==> src/hdl/port_ctl_pkg.sv <==
// shared constants and carrier types for the port pin control block
// assumes a single 20 MHz system clock and byte-wide register strobes
package port_ctl_pkg;

  // ==========================================================
  // geometry
  localparam int NUM_PORTS = 4;
  localparam int PORT_W = 8;
  localparam int NPINS = NUM_PORTS * PORT_W;
  localparam int NALT = 4;

  // ==========================================================
  // register addresses
  localparam logic [11:0] PORT_BASE_ADDR = 12'hFD0;
  localparam logic [11:0] LED_EN_ADDR = 12'hF82;
  localparam logic [11:0] LED_LVLH_ADDR = 12'hF83;
  localparam logic [11:0] LED_LVLL_ADDR = 12'hF84;
  localparam logic [1:0] OFS_INDEX = 2'h0;
  localparam logic [1:0] OFS_CTRL = 2'h1;
  localparam logic [1:0] OFS_INPUT = 2'h2;
  localparam logic [1:0] OFS_OUTPUT = 2'h3;

  // ==========================================================
  // subregister indices behind the control register
  localparam logic [7:0] IDX_DIR = 8'h01;
  localparam logic [7:0] IDX_AF = 8'h02;
  localparam logic [7:0] IDX_OC = 8'h03;
  localparam logic [7:0] IDX_SEL1 = 8'h07;
  localparam logic [7:0] IDX_SEL2 = 8'h08;

  // ==========================================================
  // reset values
  localparam logic [7:0] AF_RST_ABC = 8'h00;
  localparam logic [7:0] AF_RST_D = 8'h01;
  localparam logic [7:0] AF_RST_A_SMALL = 8'h04;
  localparam logic [7:0] DIR_RST = 8'hFF;
  localparam logic [7:0] OC_RST = 8'h00;
  localparam logic [7:0] SEL_RST = 8'h00;
  localparam logic [7:0] OUT_RST = 8'h00;
  localparam logic [7:0] LED_RST = 8'h00;
  localparam logic [7:0] IDX_RST = 8'h00;
  localparam logic [7:0] RDATA_RST = 8'h00;

  // ==========================================================
  // pin map
  localparam int PORT_A = 0;
  localparam int PORT_C = 2;
  localparam int PORT_D = 3;
  localparam int RST_PIN_SMALL = 2;
  localparam int RST_PIN_LARGE = 24;
  localparam logic [1:0] RST_ROLE_SEL = 2'h0;
  localparam logic [31:0] PRESENT_SMALL = 32'h0000_003F;
  localparam logic [31:0] PRESENT_LARGE = 32'h01FF_FFFF;

  // ==========================================================
  // carriers
  typedef struct packed {
    logic dir;
    logic af;
    logic [1:0] sel;
    logic oc;
    logic out;
  } pin_cfg_t;

  typedef struct packed {
    logic [7:0] dir;
    logic [7:0] af;
    logic [7:0] sel1;
    logic [7:0] sel2;
    logic [7:0] oc;
    logic [7:0] out;
  } port_cfg_t;

endpackage : port_ctl_pkg

==> src/hdl/port_pin_ctl.sv <==
// port pin control top: four 8-bit ports, led sink, shared reset pin
// assumes pins arrive synchronous to sys_clk; pads resolve o/oe
//
// Functional notes
// - index 02H selects the alternate-function-enable subregister through control
// - enable bit 0 gives plain gpio, direction from the direction bit
// - enable bit 1 hands pin control to the selected alternate function
// - two select-set bits choose one of four alternate functions
// - enable resets 00H ports A-C, 01H port D, 04H port A small
// - index 03H selects the output-control subregister through control
// - output-control bit 1 makes the pin open-drain, low only
// - open-drain acts on the driver, so alternate functions obey it
// - larger package: port D bit zero starts as shared reset
// - reset role: reset input and open-drain reset output
// - port D bit zero as gpio is output-only open-drain
// - port D bit zero has no pull-up, high drive or recovery
// - small package: reset shares port A bit two, full gpio later
// - system reset returns port A bit two to reset; no external low
// - port A bits zero and six carry timer input and output alike
// - port C offers per-pin led sink drive, four levels 3-20 mA
// - sink-enable register switches drivers, level pair sets current
// - at most 25 pins over ports A-D, each independent
// - sink-enable bit 1 sinks the port C pin, 0 tristates it; here 0 leaves the pin to its gpio or alternate function
// - level high/low pair: 00 3mA, 01 7mA, 10 13mA, 11 20mA
`timescale 1ns/10ps
module port_pin_ctl import port_ctl_pkg::*; #(
  parameter bit SMALL_PKG = 1'b0
) (
  // clock and reset
  input wire logic sys_clk,
  input wire logic arst_n,
  // register strobes
  input wire logic [11:0] cpu_addr,
  input wire logic cpu_wr,
  input wire logic cpu_rd,
  input wire logic [7:0] cpu_wdata,
  output logic [7:0] cpu_rdata,
  // pins, index port*8+bit
  input wire logic [NPINS-1:0] pin_i,
  output logic [NPINS-1:0] pin_o,
  output logic [NPINS-1:0] pin_oe,
  // alternate functions
  input wire logic [NPINS-1:0][NALT-1:0] alt_o,
  input wire logic [NPINS-1:0][NALT-1:0] alt_oe,
  output logic [NPINS-1:0] periph_in,
  // shared reset pin
  input wire logic rst_drive_req,
  output logic ext_reset_req,
  // led sink controls to the analog drivers
  output logic [PORT_W-1:0] led_sink_on,
  output logic [PORT_W-1:0][1:0] led_level
);

  // ==========================================================
  // reset release
  logic rst_meta_reg;
  logic rst_n;

  always_ff @(posedge sys_clk or negedge arst_n) begin
    if (!arst_n) begin
      rst_meta_reg <= 1'b0;
      rst_n <= 1'b0;
    end else begin
      rst_meta_reg <= 1'b1;
      rst_n <= rst_meta_reg;
    end
  end

  // ==========================================================
  // address decode
  localparam int RPIN = SMALL_PKG ? RST_PIN_SMALL : RST_PIN_LARGE;
  localparam logic [31:0] PRESENT = SMALL_PKG ? PRESENT_SMALL : PRESENT_LARGE;

  logic port_hit;
  logic [1:0] port_sel;
  logic [1:0] ofs;
  logic [7:0] idx_reg [NUM_PORTS];
  logic [7:0] bank_rd [NUM_PORTS];
  port_cfg_t cfg [NUM_PORTS];
  logic [7:0] led_en_reg;
  logic [7:0] lvlh_reg;
  logic [7:0] lvll_reg;
  logic [7:0] rdata_next;
  logic [NPINS-1:0] in_val;

  assign port_hit = cpu_addr[11:4] == PORT_BASE_ADDR[11:4];
  assign port_sel = cpu_addr[3:2];
  assign ofs = cpu_addr[1:0];

  // ==========================================================
  // index registers
  always_ff @(posedge sys_clk or negedge rst_n) begin
    if (!rst_n) begin
      for (int p = 0; p < NUM_PORTS; p++) begin
        idx_reg[p] <= IDX_RST;
      end
    end else if (cpu_wr && port_hit && ofs == OFS_INDEX) begin
      idx_reg[port_sel] <= cpu_wdata;
    end
  end

  // ==========================================================
  // per-port subregister banks
  for (genvar p = 0; p < NUM_PORTS; p++) begin : g_bank
    localparam logic [7:0] AFR = (p == PORT_D) ? AF_RST_D :
      ((p == PORT_A && SMALL_PKG) ? AF_RST_A_SMALL : AF_RST_ABC);

    port_subreg_bank #(
      .AF_RST(AFR)
    ) u_bank (
      .sys_clk(sys_clk),
      .rst_n(rst_n),
      .ctl_wr(cpu_wr && port_hit && ofs == OFS_CTRL && port_sel == 2'(p)),
      .out_wr(cpu_wr && port_hit && ofs == OFS_OUTPUT && port_sel == 2'(p)),
      .idx(idx_reg[p]),
      .wdata(cpu_wdata),
      .rd_data(bank_rd[p]),
      .cfg(cfg[p])
    );
  end

  // ==========================================================
  // led sink registers
  always_ff @(posedge sys_clk or negedge rst_n) begin
    if (!rst_n) begin
      led_en_reg <= LED_RST;
      lvlh_reg <= LED_RST;
      lvll_reg <= LED_RST;
    end else if (cpu_wr) begin
      if (cpu_addr == LED_EN_ADDR) begin
        led_en_reg <= cpu_wdata;
      end
      if (cpu_addr == LED_LVLH_ADDR) begin
        lvlh_reg <= cpu_wdata;
      end
      if (cpu_addr == LED_LVLL_ADDR) begin
        lvll_reg <= cpu_wdata;
      end
    end
  end

  // absent port C pins on the smaller packages never sink
  for (genvar b = 0; b < PORT_W; b++) begin : g_led
    assign led_sink_on[b] = led_en_reg[b] && PRESENT[PORT_C * PORT_W + b];
    assign led_level[b] = {lvlh_reg[b], lvll_reg[b]};
  end

  // ==========================================================
  // read data, one cycle after the strobe
  always_comb begin
    rdata_next = 8'h00;
    if (port_hit) begin
      unique case (ofs)
        OFS_INDEX: rdata_next = idx_reg[port_sel];
        OFS_CTRL: rdata_next = bank_rd[port_sel];
        OFS_INPUT: rdata_next = in_val[port_sel * PORT_W +: PORT_W];
        OFS_OUTPUT: rdata_next = cfg[port_sel].out;
      endcase
    end else if (cpu_addr == LED_EN_ADDR) begin
      rdata_next = led_en_reg;
    end else if (cpu_addr == LED_LVLH_ADDR) begin
      rdata_next = lvlh_reg;
    end else if (cpu_addr == LED_LVLL_ADDR) begin
      rdata_next = lvll_reg;
    end
  end

  always_ff @(posedge sys_clk or negedge rst_n) begin
    if (!rst_n) begin
      cpu_rdata <= RDATA_RST;
    end else if (cpu_rd) begin
      cpu_rdata <= rdata_next;
    end
  end

  // ==========================================================
  // pin cells
  logic rst_role;
  pin_cfg_t pcfg [NPINS];

  // reset role lives on the reset pin's enable bit with select zero
  assign rst_role = pcfg[RPIN].af && pcfg[RPIN].sel == RST_ROLE_SEL;

  for (genvar n = 0; n < NPINS; n++) begin : g_pin
    localparam int P = n / PORT_W;
    localparam int B = n % PORT_W;
    localparam bit IS_RST = (n == RPIN);
    localparam bit IS_PORTC = (P == PORT_C);

    assign pcfg[n] = '{dir: cfg[P].dir[B], af: cfg[P].af[B],
      sel: {cfg[P].sel2[B], cfg[P].sel1[B]}, oc: cfg[P].oc[B], out: cfg[P].out[B]};

    pin_drive_cell u_cell (
      .cfg(pcfg[n]),
      .present(PRESENT[n]),
      .out_only(IS_RST && !SMALL_PKG && !rst_role),
      .led_on(IS_PORTC && led_sink_on[B]),
      .rst_role(IS_RST && rst_role),
      .rst_drive(!rst_n || rst_drive_req),
      .alt_o(alt_o[n]),
      .alt_oe(alt_oe[n]),
      .pin_i(pin_i[n]),
      .pin_o(pin_o[n]),
      .pin_oe(pin_oe[n]),
      .in_val(in_val[n])
    );
  end

  // timer pins hand their level to both timer input and capture paths
  assign periph_in = in_val;

  // ==========================================================
  // reset request from the shared pin
  always_ff @(posedge sys_clk or negedge rst_n) begin
    if (!rst_n) begin
      ext_reset_req <= 1'b0;
    end else begin
      ext_reset_req <= rst_role && !pin_i[RPIN];
    end
  end

  logic ctl_wr_any;
  assign ctl_wr_any = cpu_wr && port_hit && ofs == OFS_CTRL;
endmodule : port_pin_ctl

==> src/hdl/port_subreg_bank.sv <==
// one port's subregister bank reached through its index register
// assumes the top decodes the control and output-data strobes
`timescale 1ns/10ps
module port_subreg_bank import port_ctl_pkg::*; #(
  parameter logic [7:0] AF_RST = AF_RST_ABC
) (
  // clock and reset
  input wire logic sys_clk,
  input wire logic rst_n,
  // register access
  input wire logic ctl_wr,
  input wire logic out_wr,
  input wire logic [7:0] idx,
  input wire logic [7:0] wdata,
  output logic [7:0] rd_data,
  // configuration
  output port_cfg_t cfg
);

  // ==========================================================
  // subregisters
  always_ff @(posedge sys_clk or negedge rst_n) begin
    if (!rst_n) begin
      cfg.dir <= DIR_RST;
      cfg.af <= AF_RST;
      cfg.sel1 <= SEL_RST;
      cfg.sel2 <= SEL_RST;
      cfg.oc <= OC_RST;
      cfg.out <= OUT_RST;
    end else begin
      if (ctl_wr) begin
        unique case (idx)
          IDX_DIR: cfg.dir <= wdata;
          IDX_AF: cfg.af <= wdata;
          IDX_OC: cfg.oc <= wdata;
          IDX_SEL1: cfg.sel1 <= wdata;
          IDX_SEL2: cfg.sel2 <= wdata;
          default: ;
        endcase
      end
      if (out_wr) begin
        cfg.out <= wdata;
      end
    end
  end

  // ==========================================================
  // read-back; unmapped indices read zero
  always_comb begin
    unique case (idx)
      IDX_DIR: rd_data = cfg.dir;
      IDX_AF: rd_data = cfg.af;
      IDX_OC: rd_data = cfg.oc;
      IDX_SEL1: rd_data = cfg.sel1;
      IDX_SEL2: rd_data = cfg.sel2;
      default: rd_data = 8'h00;
    endcase
  end

endmodule : port_subreg_bank

==> src/hdl/pin_drive_cell.sv <==
// one pin's driver: gpio, alternate function, led sink or reset role
// assumes pin_i is already synchronous to sys_clk
`timescale 1ns/10ps
module pin_drive_cell import port_ctl_pkg::*; (
  // configuration
  input pin_cfg_t cfg,
  input wire logic present,
  input wire logic out_only,
  input wire logic led_on,
  input wire logic rst_role,
  input wire logic rst_drive,
  // alternate functions
  input wire logic [NALT-1:0] alt_o,
  input wire logic [NALT-1:0] alt_oe,
  // pin
  input wire logic pin_i,
  output logic pin_o,
  output logic pin_oe,
  output logic in_val
);

  logic drv;
  logic val;
  logic od;

  always_comb begin
    drv = 1'b0;
    val = 1'b0;
    if (rst_role) begin
      drv = rst_drive;
      val = 1'b0;
    end else if (led_on) begin
      drv = 1'b1;
      val = 1'b0;
    end else if (cfg.af) begin
      drv = alt_oe[cfg.sel];
      val = alt_o[cfg.sel];
    end else begin
      drv = !cfg.dir || out_only;
      val = cfg.out;
    end
  end

  // open drain sits after the mux so alternate functions obey it too
  assign od = cfg.oc || out_only || rst_role;
  assign pin_oe = present && drv && !(od && val);
  assign pin_o = od ? 1'b0 : val;
  // the output-only reset pin has no input path
  assign in_val = (present && !out_only) ? pin_i : 1'b0;

endmodule : pin_drive_cell

==> config.mk <==
export PLATFORM = sky130hd
export DESIGN_NAME = port_pin_ctl
export DESIGN_NICKNAME = d
export VERILOG_FILES = /design/src/hdl/port_ctl_pkg.sv /design/src/hdl/port_pin_ctl.sv /design/src/hdl/port_subreg_bank.sv /design/src/hdl/pin_drive_cell.sv
export SDC_FILE = /design/constraint.sdc
export NUM_CORES = 1
export LEC_CHECK = 0
export BUFFER_PORTS_ARGS = -buffer_cell sky130_fd_sc_hd__buf_2
export CORE_MARGIN = 4
export CORE_UTILIZATION = 40
export CTS_CLUSTER_SIZE = 12
export DETAILED_ROUTE_END_ITERATION = 10
export PLACE_DENSITY = 0.61
export SYNTH_ARGS = -nofsm -noshare
export SYNTH_HDL_FRONTEND = slang
export SYNTH_SLANG_ARGS = --single-unit
==> constraint.sdc <==
create_clock -name sys_clk -period 13.1 [get_ports sys_clk]
set_input_delay 2.62 -clock sys_clk [delete_from_list [all_inputs] [get_ports sys_clk]]
set_output_delay 2.62 -clock sys_clk [all_outputs]
set_load 0.02 [all_outputs]
==> results of run 1 <==
metrics by stage:
stage          setup WS (ns)  hold slack, ns  cells  cell area (um2)  util [%]
2_1_floorplan          3.751          0.3312   1348            15790         -
3_5_place_dp           6.589          0.3358   2079            17350     44.78
5_1_grt                6.557          0.3567   2135            18330     47.33
6_report               6.636          0.3466   2135            18330     47.33
3_3_place_gp           6.604          0.3335   2079            17350     44.78
4_1_cts                6.589          0.3499   2135            18330     47.33
worst max-delay path by stage:
stage | to | start | slack (ns)
2_1_floorplan | pin_oe[24] | rst_n | 3.75
3_3_place_gp | pin_oe[14] | alt_o[59] | 6.60
3_5_place_dp | pin_oe[14] | alt_o[59] | 6.59
4_1_cts | pin_oe[14] | alt_o[59] | 6.59
5_1_grt | pin_oe[19] | alt_o[79] | 6.56
6_report | pin_oe[14] | alt_o[59] | 6.64
cells by family (layout without fill, tap and decap cells):
| kind of cell | count (synthesis) | count (layout) |
|---|---|---|
| AO/OA/AOI/OAI | 221 | 221 |
| other | 2 | 16 |
| multiplexers | 391 | 391 |
| AND/OR/NAND/NOR | 273 | 273 |
| buffers and inverters | 188 | 457 |
| flip-flops | 259 | 259 |
area by class of cell:
cell class | count | area, um2 | share of cell area [%]
flip-flops and latches | 259 | 6526 | 35.60
clock inverters | 15 | 132.6 | 0.7234
inverters | 2 | 7.507 | 0.04095
clock buffers | 41 | 853.3 | 4.654
multi-input cells | 901 | 8144 | 44.42
well taps | 518 | 648.1 | 3.535
repair buffers | 399 | 2022 | 11.03
Yosys cell counts (3+ instances only):
| master | number |
|---|---|
| mux2i_1 | 41 |
| buf_4 | 105 |
| o211ai_1 | 12 |
| mux2_2 | 267 |
| mux4_2 | 72 |
| mux2_1 | 3 |
| nor4_1 | 3 |
| o211a_1 | 4 |
| nand2b_1 | 7 |
| a221oi_1 | 21 |
| nor2_1 | 86 |
| nand2_1 | 40 |
| a31oi_1 | 15 |
| buf_2 | 16 |
| dfrtp_1 | 226 |
| nor3_2 | 3 |
| nand3_1 | 23 |
| or3_1 | 3 |
| dfstp_2 | 33 |
| or2_2 | 4 |
| a22oi_1 | 6 |
| nor4bb_1 | 3 |
| and3_1 | 4 |
| nor3_1 | 16 |
| o21ai_0 | 39 |
| nor4_4 | 3 |
| nand3b_1 | 14 |
| a21oi_1 | 87 |
| nor2b_1 | 24 |
| and4b_1 | 3 |
| a211oi_1 | 26 |
| nor3b_1 | 4 |
| clkbuf_1 | 61 |
| mux2_4 | 8 |
| buf_1 | 4 |
| nand4_1 | 11 |
layout by cell type (no fill, tap or decap), drive strengths merged, types with 4 or more instances in the layout:
master and n:
a211oi 26, a22oi 6, o21ai 39, nor2b 24, dfrtp 226, nor3 19, nand3 24, conb 16
mux4 72, nor4 8, nor3b 5, clkinv 10, o211a 4, nor2 90, a221oi 21, and3 4
nand2b 7, nand4 12, mux2i 41, nand2 40, buf 399, o211ai 12, clkbuf 41, mux2 278
a21oi 87, or2 5, a31oi 15, nand3b 14, dfstp 33
layer usage:
metal	up-vias	part of all wire, %	track usage [%]
li1	5447	-	-
met1	6121	41	30.64
met2	489	49	39.09
met3	87	7.2	4.299
met4	2	3.0	6.583
met5	-	0.025	0
report_power, final:
group          internal (W)  switching [W]
Combinational     0.0000598      0.0000873
Sequential         0.000804     0.00000662
Clock              0.000494       0.000341
Total               0.00136       0.000435
critical path, cell delays in order:
cell     delay [ns]
buf_2          0.09
mux4_2         0.47
mux2_2         0.29
a21oi_1        0.18
buf_2          0.19
==> impl_metrics.yaml, run 1 <==
status:
  outcome: "completed"
timing:
  setup_viol: 0
  finClkSkew_ns: 0.01416
  fmaxAchievable_ghz: 0.1547
  rsz0062_at_grt: "no"
  hold_violations: 0
  fin_setup_tns_ns: 0
  relSlewSlack_pct: 32.81
  tightest_slew_ns: 1.008
  drv_slew: 0
  fin_crit_sh_pct: 49.34
  post-route-min-period_ns: 6.464
worst_setup_path:
  arrival_ns: 3.84
  r2r_end: "cpu_rdata[4]"
  start_kind: "input pin"
  crit_type: "in2out"
  endpoint_kind: "output pin"
  crit_fanout: 2
  r2r_start: "idx_reg[0]"
  reg2reg_depth: 5
  rrSetupSlack_ns: 9.99
  critPathRequiredTime_ns: 10.48
synthesis:
  synth_mux_area_share_pct: 33.00
  synthCells: 1334
  synth-simple-area-share_pct: 9.662
  synthDistinctLibCells: 63
  avgSynthCellArea_um2: 11.79
  ys_top_cells_by_area: "dfrtp_1 36%, mux2_2 19%, mux4_2 10%, dfstp_2 5.5%, buf_4 5.0%"
  syn-cell-area_um2: 15730
  synthAdderAreaFrac_pct: 0
  yosys_warnings: 0
  synth_top_family_by_area: "multiplexers"
  synthArstFlopShare_pct: 100.0
  ys_seq_elements: 259
  synthXorXnorAreaFrac_pct: 0
  synth_top_area_share_pct: 35.94
  synth_edf_count: 0
  synth_ff_type: "dfrtp_1"
  yosysTopAreaCell: "dfrtp_1"
  ys_seq_area_share_pct: 41.46
  synth_compound_area_share_pct: 8.716
clock_network:
  clkLatencyLatePin_ns: 0.55
  cts_max_path_buffers: 3
  ctsHoldBuffers: 0
  htree_levels: 1
  cts_made_buffers: 30
  path_clk_slew_ns: 0.06
  cts-root-buf: "clkbuf_16"
  cts-resized-gates: 0
  cts_setup_buffers: 0
  cts_tree: "yes"
  clkSinkCount: 259
floorplan:
  io_pins: 442
  dieHeight_um: 206.3
  num_rows: 72
  die_w_um: 206.3
  initial_core_util_pct: 40.62
  coreArea_um2: 38740
  dieArea_um2: 42570
flow_run:
  maxCapViolCount: 0
drt:
  wirelength_um: 51530
  route.detailed.drc: 0
  wl_per_cell_um: 24.13
  firstDrtPassIters: 7
  vias: 12150
  antenna_left: 0
  vias_per_cell: 5.689
  dr.first_iter.drc_count: 927
hold_path:
  min_from: "rst_meta_reg"
  min_path_type: "reg2reg"
  min_path_cells: 0
  hold_end: "rst_n"
power:
  p_per_area_nw_per_um2: 97.77
  leakagePower_nw: 8.514
  ir_drop_v: 0.00009399
  power_w: 0.001792
finish:
  largest_register_ffs: 192
  area_growth_pct: 16.52
  insertedDiodeCount: 0
  nNetsFinal: 1906
  drive_gt1_share_pct: 52.75
  nFillCells: 3600
global_routing:
  grt_usage_pct: 23.17
  antenna_found_initial: 1
  grt_pass1_vias: 12200
  overflow: 0
  grt_max_degree: 79
  grt_pass1_wl_um: 74550
place:
  gp_congestion: 0.9018
  port_buffers: 389
  place_hpwl_um: 38550
No activity file was read; power rests on OpenSTA's default activity.
==> run 2, diff against run 1 <==
--- a/config.mk
+++ b/config.mk
@@ -10,7 +10,7 @@
 export CORE_UTILIZATION = 40
 export CTS_CLUSTER_SIZE = 12
 export DETAILED_ROUTE_END_ITERATION = 10
-export PLACE_DENSITY = 0.61
+export PLACE_DENSITY = 0.63
 export SYNTH_ARGS = -nofsm -noshare
 export SYNTH_HDL_FRONTEND = slang
 export SYNTH_SLANG_ARGS = --single-unit
==> constraint.sdc (replaced) <==
create_clock -name sys_clk -period 5.7 [get_ports sys_clk]
set_input_delay 1.14 -clock sys_clk [delete_from_list [all_inputs] [get_ports sys_clk]]
set_output_delay 1.14 -clock sys_clk [all_outputs]
set_load 0.02 [all_outputs]
==> impl_metrics.yaml, run 2 (synthesis gave the netlist of run 1 again) <==
status:
  outcome: "completed"
drt:
  wirelength_um: 51500
  vias_per_cell: 5.715
  dr.first_iter.drc_count: 895
  antenna_left: 0
  wl_per_cell_um: 24.11
  route.detailed.drc: 0
  vias: 12210
  firstDrtPassIters: 7
worst_setup_path:
  crit_top_cell: "buf_2"
  endpoint_kind: "output pin"
  crit_fanout: 2
  start_kind: "input pin"
  arrival_ns: 2.50
  cpMaxStageDelayCell: "mux4_2"
  crit_chain: "buf_2 -> mux4_2 -> mux2i_1 -> nor2_1 -> a21oi_1 -> buf_2"
  crit_type: "in2out"
  critPathRequiredTime_ns: 4.56
  slowest_delay_ns: 0.50
floorplan:
  die_w_um: 206.3
  dieArea_um2: 42570
  dieHeight_um: 206.3
  initial_core_util_pct: 40.62
  io_pins: 442
  num_rows: 72
  coreArea_um2: 38740
hold_path:
  min_path_type: "reg2reg"
clock_network:
  cts_made_buffers: 30
  cts_max_path_buffers: 3
  ctsHoldBuffers: 0
  clkSinkCount: 259
  htree_levels: 1
  cts_setup_buffers: 0
  cts-root-buf: "clkbuf_16"
  cts-resized-gates: 0
  cts_tree: "yes"
  clkLatencyLatePin_ns: 0.56
  path_clk_slew_ns: 0.06
finish:
  mostFrequentLayoutCells: "389 x buf_2, 267 x mux2_2, 225 x dfrtp_1, 87 x a21oi_1, 86 x nor2_1"
  area_growth_pct: 17.05
  final_util_pct: 47.54
  final_common_cell: "buf_2"
  drive_gt1_share_pct: 52.69
  largest_register_ffs: 192
  nNetsFinal: 1906
timing:
  fmaxAchievable_ghz: 0.2747
  setup_viol: 0
  finalWorstSetupSlack_ns: 2.060
  finClkSkew_ns: 0.01211
  post-route-min-period_ns: 3.640
  rsz0062_at_grt: "no"
  fin_setup_tns_ns: 0
  drv_slew: 0
  tightest_slew_ns: 1.026
  hold_violations: 0
  fin_crit_sh_pct: 63.87
  relSlewSlack_pct: 30.98
place:
  gp_congestion: 0.9335
  pre_cts_ws_ns: 1.562
  port_buffers: 389
  place_hpwl_um: 38650
global_routing:
  grt_max_degree: 71
  grt_pass1_vias: 12400
  overflow: 0
  antenna_found_initial: 3
  grt_pass1_wl_um: 75690
  grt_usage_pct: 23.36
power:
  p_per_area_nw_per_um2: 231.1
  ir_drop_v: 0.0002264
  leakagePower_nw: 8.549
flow_run:
  maxCapViolCount: 0
run 2: changes by cell type in the layout (fill, tap and decap cells not counted):
cell / delta
clkbuf_1: +1
diode_2: +1
clkinv_2: -4
bufinv_16: +3
clkbuf_8: +1
clkinvlp_4: -1
run 2: final cells by class:
cell class	count	area [um2]
timing repair buffer	399	2022
antenna	1	2.502
clock buffer	43	870.8
inverter	2	7.507
sequential	259	6526
tap	518	648.1
clock inverter	13	195.2
fill	3619	20320
multi-input combinational	901	8144
run 2: path summary, 6_finish.rpt:
kind / startpoint / to / slack, ns / depth (start not counted)
min in group asynchronous: arst_n / rst_meta_reg / 0.37 / 1
max reg2reg: idx_reg[0] / cpu_rdata[4] / 2.57 / 5
max in group asynchronous: rst_n / idx_reg[1] / 3.13 / 2
min: rst_meta_reg / rst_n / 0.35 / 0
min reg2reg: rst_meta_reg / rst_n / 0.35 / 0
max: alt_o[95] / pin_oe[23] / 2.06 / 6
run 2: through the flow:
stage	area [um2]	hold WS, ns	cells	total power (W)
floorplan	15790	0.3311	1348	0.002079
global placement	17350	0.3327	2079	0.002228
detailed placement	17350	0.3365	2079	0.002234
CTS	18410	0.3476	2135	0.004295
global route	18410	0.3505	2135	0.004404
finish	18420	0.3480	2136	0.004256
run 2: metal layers:
layer | wire length [um] | global-route usage, % | up-vias | part of all wire (%)
li1 | - | - | 5445 | -
met1 | 20900 | 30.67 | 6216 | 41
met2 | 25570 | 40.18 | 470 | 50
met3 | 3884 | 4.550 | 73 | 7.5
met4 | 1117 | 5.276 | 4 | 2.2
met5 | 27 | 0 | - | 0.052
run 2: report_power, final:
part           internal [W]  switching [W]
clock network       0.00128       0.000774
registers           0.00185      0.0000165
logic              0.000137       0.000198
run 2: critical path, delay by kind of cell:
family                 cells  cell delay [ns]
multiplexers               2             0.70
AND/OR/NAND/NOR            1             0.06
AO/OA/AOI/OAI              1             0.26
buffers and inverters      2             0.33
==> run 3, diff against run 2 <==
==> constraint.sdc (replaced) <==
create_clock -name sys_clk -period 3.23 [get_ports sys_clk]
set_input_delay 0.646 -clock sys_clk [delete_from_list [all_inputs] [get_ports sys_clk]]
set_output_delay 0.646 -clock sys_clk [all_outputs]
set_load 0.02 [all_outputs]
==> impl_metrics.yaml, run 3 (synthesis gave the netlist of run 1 again) <==
drt:
  dr.first_iter.drc_count: 807
  firstDrtPassIters: 5
  antenna_left: 0
  vias: 12350
  wl_per_cell_um: 23.64
  route.detailed.drc: 0
  vias_per_cell: 5.669
  wirelength_um: 51490
place:
  port_buffers: 389
  place_hpwl_um: 38920
  pre_cts_ws_ns: 0.2278
  place_area_um2: 17680
  gp_congestion: 0.9104
timing:
  relSlewSlack_pct: 41.52
  fin_crit_sh_pct: 94.17
  post-route-min-period_ns: 3.042
  finClkSkew_ns: 0.02314
  fmaxAchievable_ghz: 0.3288
  finalWorstSetupSlack_ns: 0.1883
  tightest_slew_ns: 0.8772
  drv_slew: 0
  hold_violations: 0
  holdWs_ns: 0.2487
  setup_viol: 0
  rsz0062_at_grt: "no"
worst_setup_path:
  endpoint_kind: "output pin"
  cp_top_family: "multiplexers"
  reg2reg_depth: 6
  cpMaxStageDelayCell: "mux4_2"
  r2r_start: "idx_reg[13]"
  r2r_end: "cpu_rdata[3]"
  cp.buffers_inverters: 1
  arrival_ns: 2.40
  slowest_delay_ns: 0.58
  crit_type: "reg2out"
  rrSetupSlack_ns: 0.46
  crit_chain: "mux4_2 -> mux2i_1 -> nor2_1 -> a21oi_1 -> buf_2"
  start_kind: "flip-flop"
  crit_fanout: 4
  critPathRequiredTime_ns: 2.58
status:
  outcome: "completed"
flow_run:
  maxCapViolCount: 0
power:
  p_per_area_nw_per_um2: 394.9
  leakagePower_nw: 8.759
  ir_drop_v: 0.0003296
finish:
  mostFrequentLayoutCells: "389 x buf_2, 267 x mux2_2, 225 x dfrtp_1, 87 x a21oi_1, 86 x nor2_1"
  insertedDiodeCount: 0
  finalInstanceArea_um2: 18720
  nNetsFinal: 1950
  final_common_cell: "buf_2"
  drive_gt1_share_pct: 53.86
  largest_register_ffs: 192
  area_growth_pct: 18.97
  final_util_pct: 48.32
clock_network:
  clkLatencyLatePin_ns: 0.56
  cts_made_buffers: 30
  cts_setup_buffers: 0
  clkSinkCount: 259
  cts_max_path_buffers: 3
  cts_tree: "yes"
  path_clk_slew_ns: 0.06
  htree_levels: 1
  cts-root-buf: "clkbuf_16"
hold_path:
  min_path_type: "in2reg"
  min_path_cells: 2
  min_from: "pin_i[24]"
  hold_end: "ext_reset_req"
floorplan:
  initial_core_util_pct: 40.62
  dieArea_um2: 42570
  io_pins: 442
  coreArea_um2: 38740
  dieHeight_um: 206.3
  die_w_um: 206.3
  num_rows: 72
global_routing:
  grt_pass1_wl_um: 75830
  overflow: 0
  grt_pass1_vias: 12440
  grt_max_degree: 127
  antenna_found_initial: 0
  grt_usage_pct: 23.34
-- run 3: through the flow --
step	setup TNS, ns	total power [W]	instances
6_report	0	0.007392	2178
5_1_grt	0	0.007658	2178
2_1_floorplan	-0.2322	0.003669	1348
4_1_cts	0	0.007459	2178
3_3_place_gp	0	0.003945	2122
3_5_place_dp	0	0.003955	2122
-- run 3: cell type report --
class                   count  area (um2)
well taps                 518       648.1
clock buffers              45       887.1
inverters                   2       7.507
clock inverters            10       138.9
multi-input cells         901        8144
fillers                  3581       20020
repair buffers            443        2367
flip-flops and latches    259        6526
-- run 3: worst reg2reg max path: stages (launching register included) --
cell      delay, ns
dfrtp_1        0.40
or4_1          0.70
nor3_2         0.45
a221oi_1       0.15
a21oi_1        0.37
nand4_1        0.29
a221oi_1       0.31
-- run 3: power by group --
part           internal (W)  total (W)  switching (W)
clock network       0.00213    0.00349        0.00137
registers           0.00326    0.00327      0.0000128
logic              0.000255   0.000624       0.000369
total               0.00564    0.00739        0.00175
-- run 3: how the worst max path moves through the flow --
stage | slack, ns | cells past startpoint | end | startpoint
floorplan | -0.23 | 5 | pin_oe[24] | rst_n
global placement | 0.28 | 6 | g_bank[3].u_bank.cfg[14] | cpu_addr[8]
detailed placement | 0.23 | 7 | g_bank[2].u_bank.cfg[46] | cpu_addr[8]
CTS | 0.16 | 5 | pin_oe[23] | g_bank[2].u_bank.cfg[31]
global route | 0.09 | 5 | pin_oe[23] | g_bank[2].u_bank.cfg[31]
finish | 0.19 | 5 | pin_oe[23] | g_bank[2].u_bank.cfg[31]
-- run 3: routing by layer --
layer  wire (um)  vias to the layer above  GRT usage, %
met1       21220                     6268         31.37
met3        3484                       59         3.405
met2       25760                      494         40.04
li1            -                     5527             -
met5           0                        -             0
met4        1029                        0         5.537
-- run 3: what timing repair did --
action                                 in CTS  in global routing
endpoints found under the hold margin       2                  0
setup endpoints to repair                   0                  0
resized for setup                           0                  0
hold buffers                                1                  0
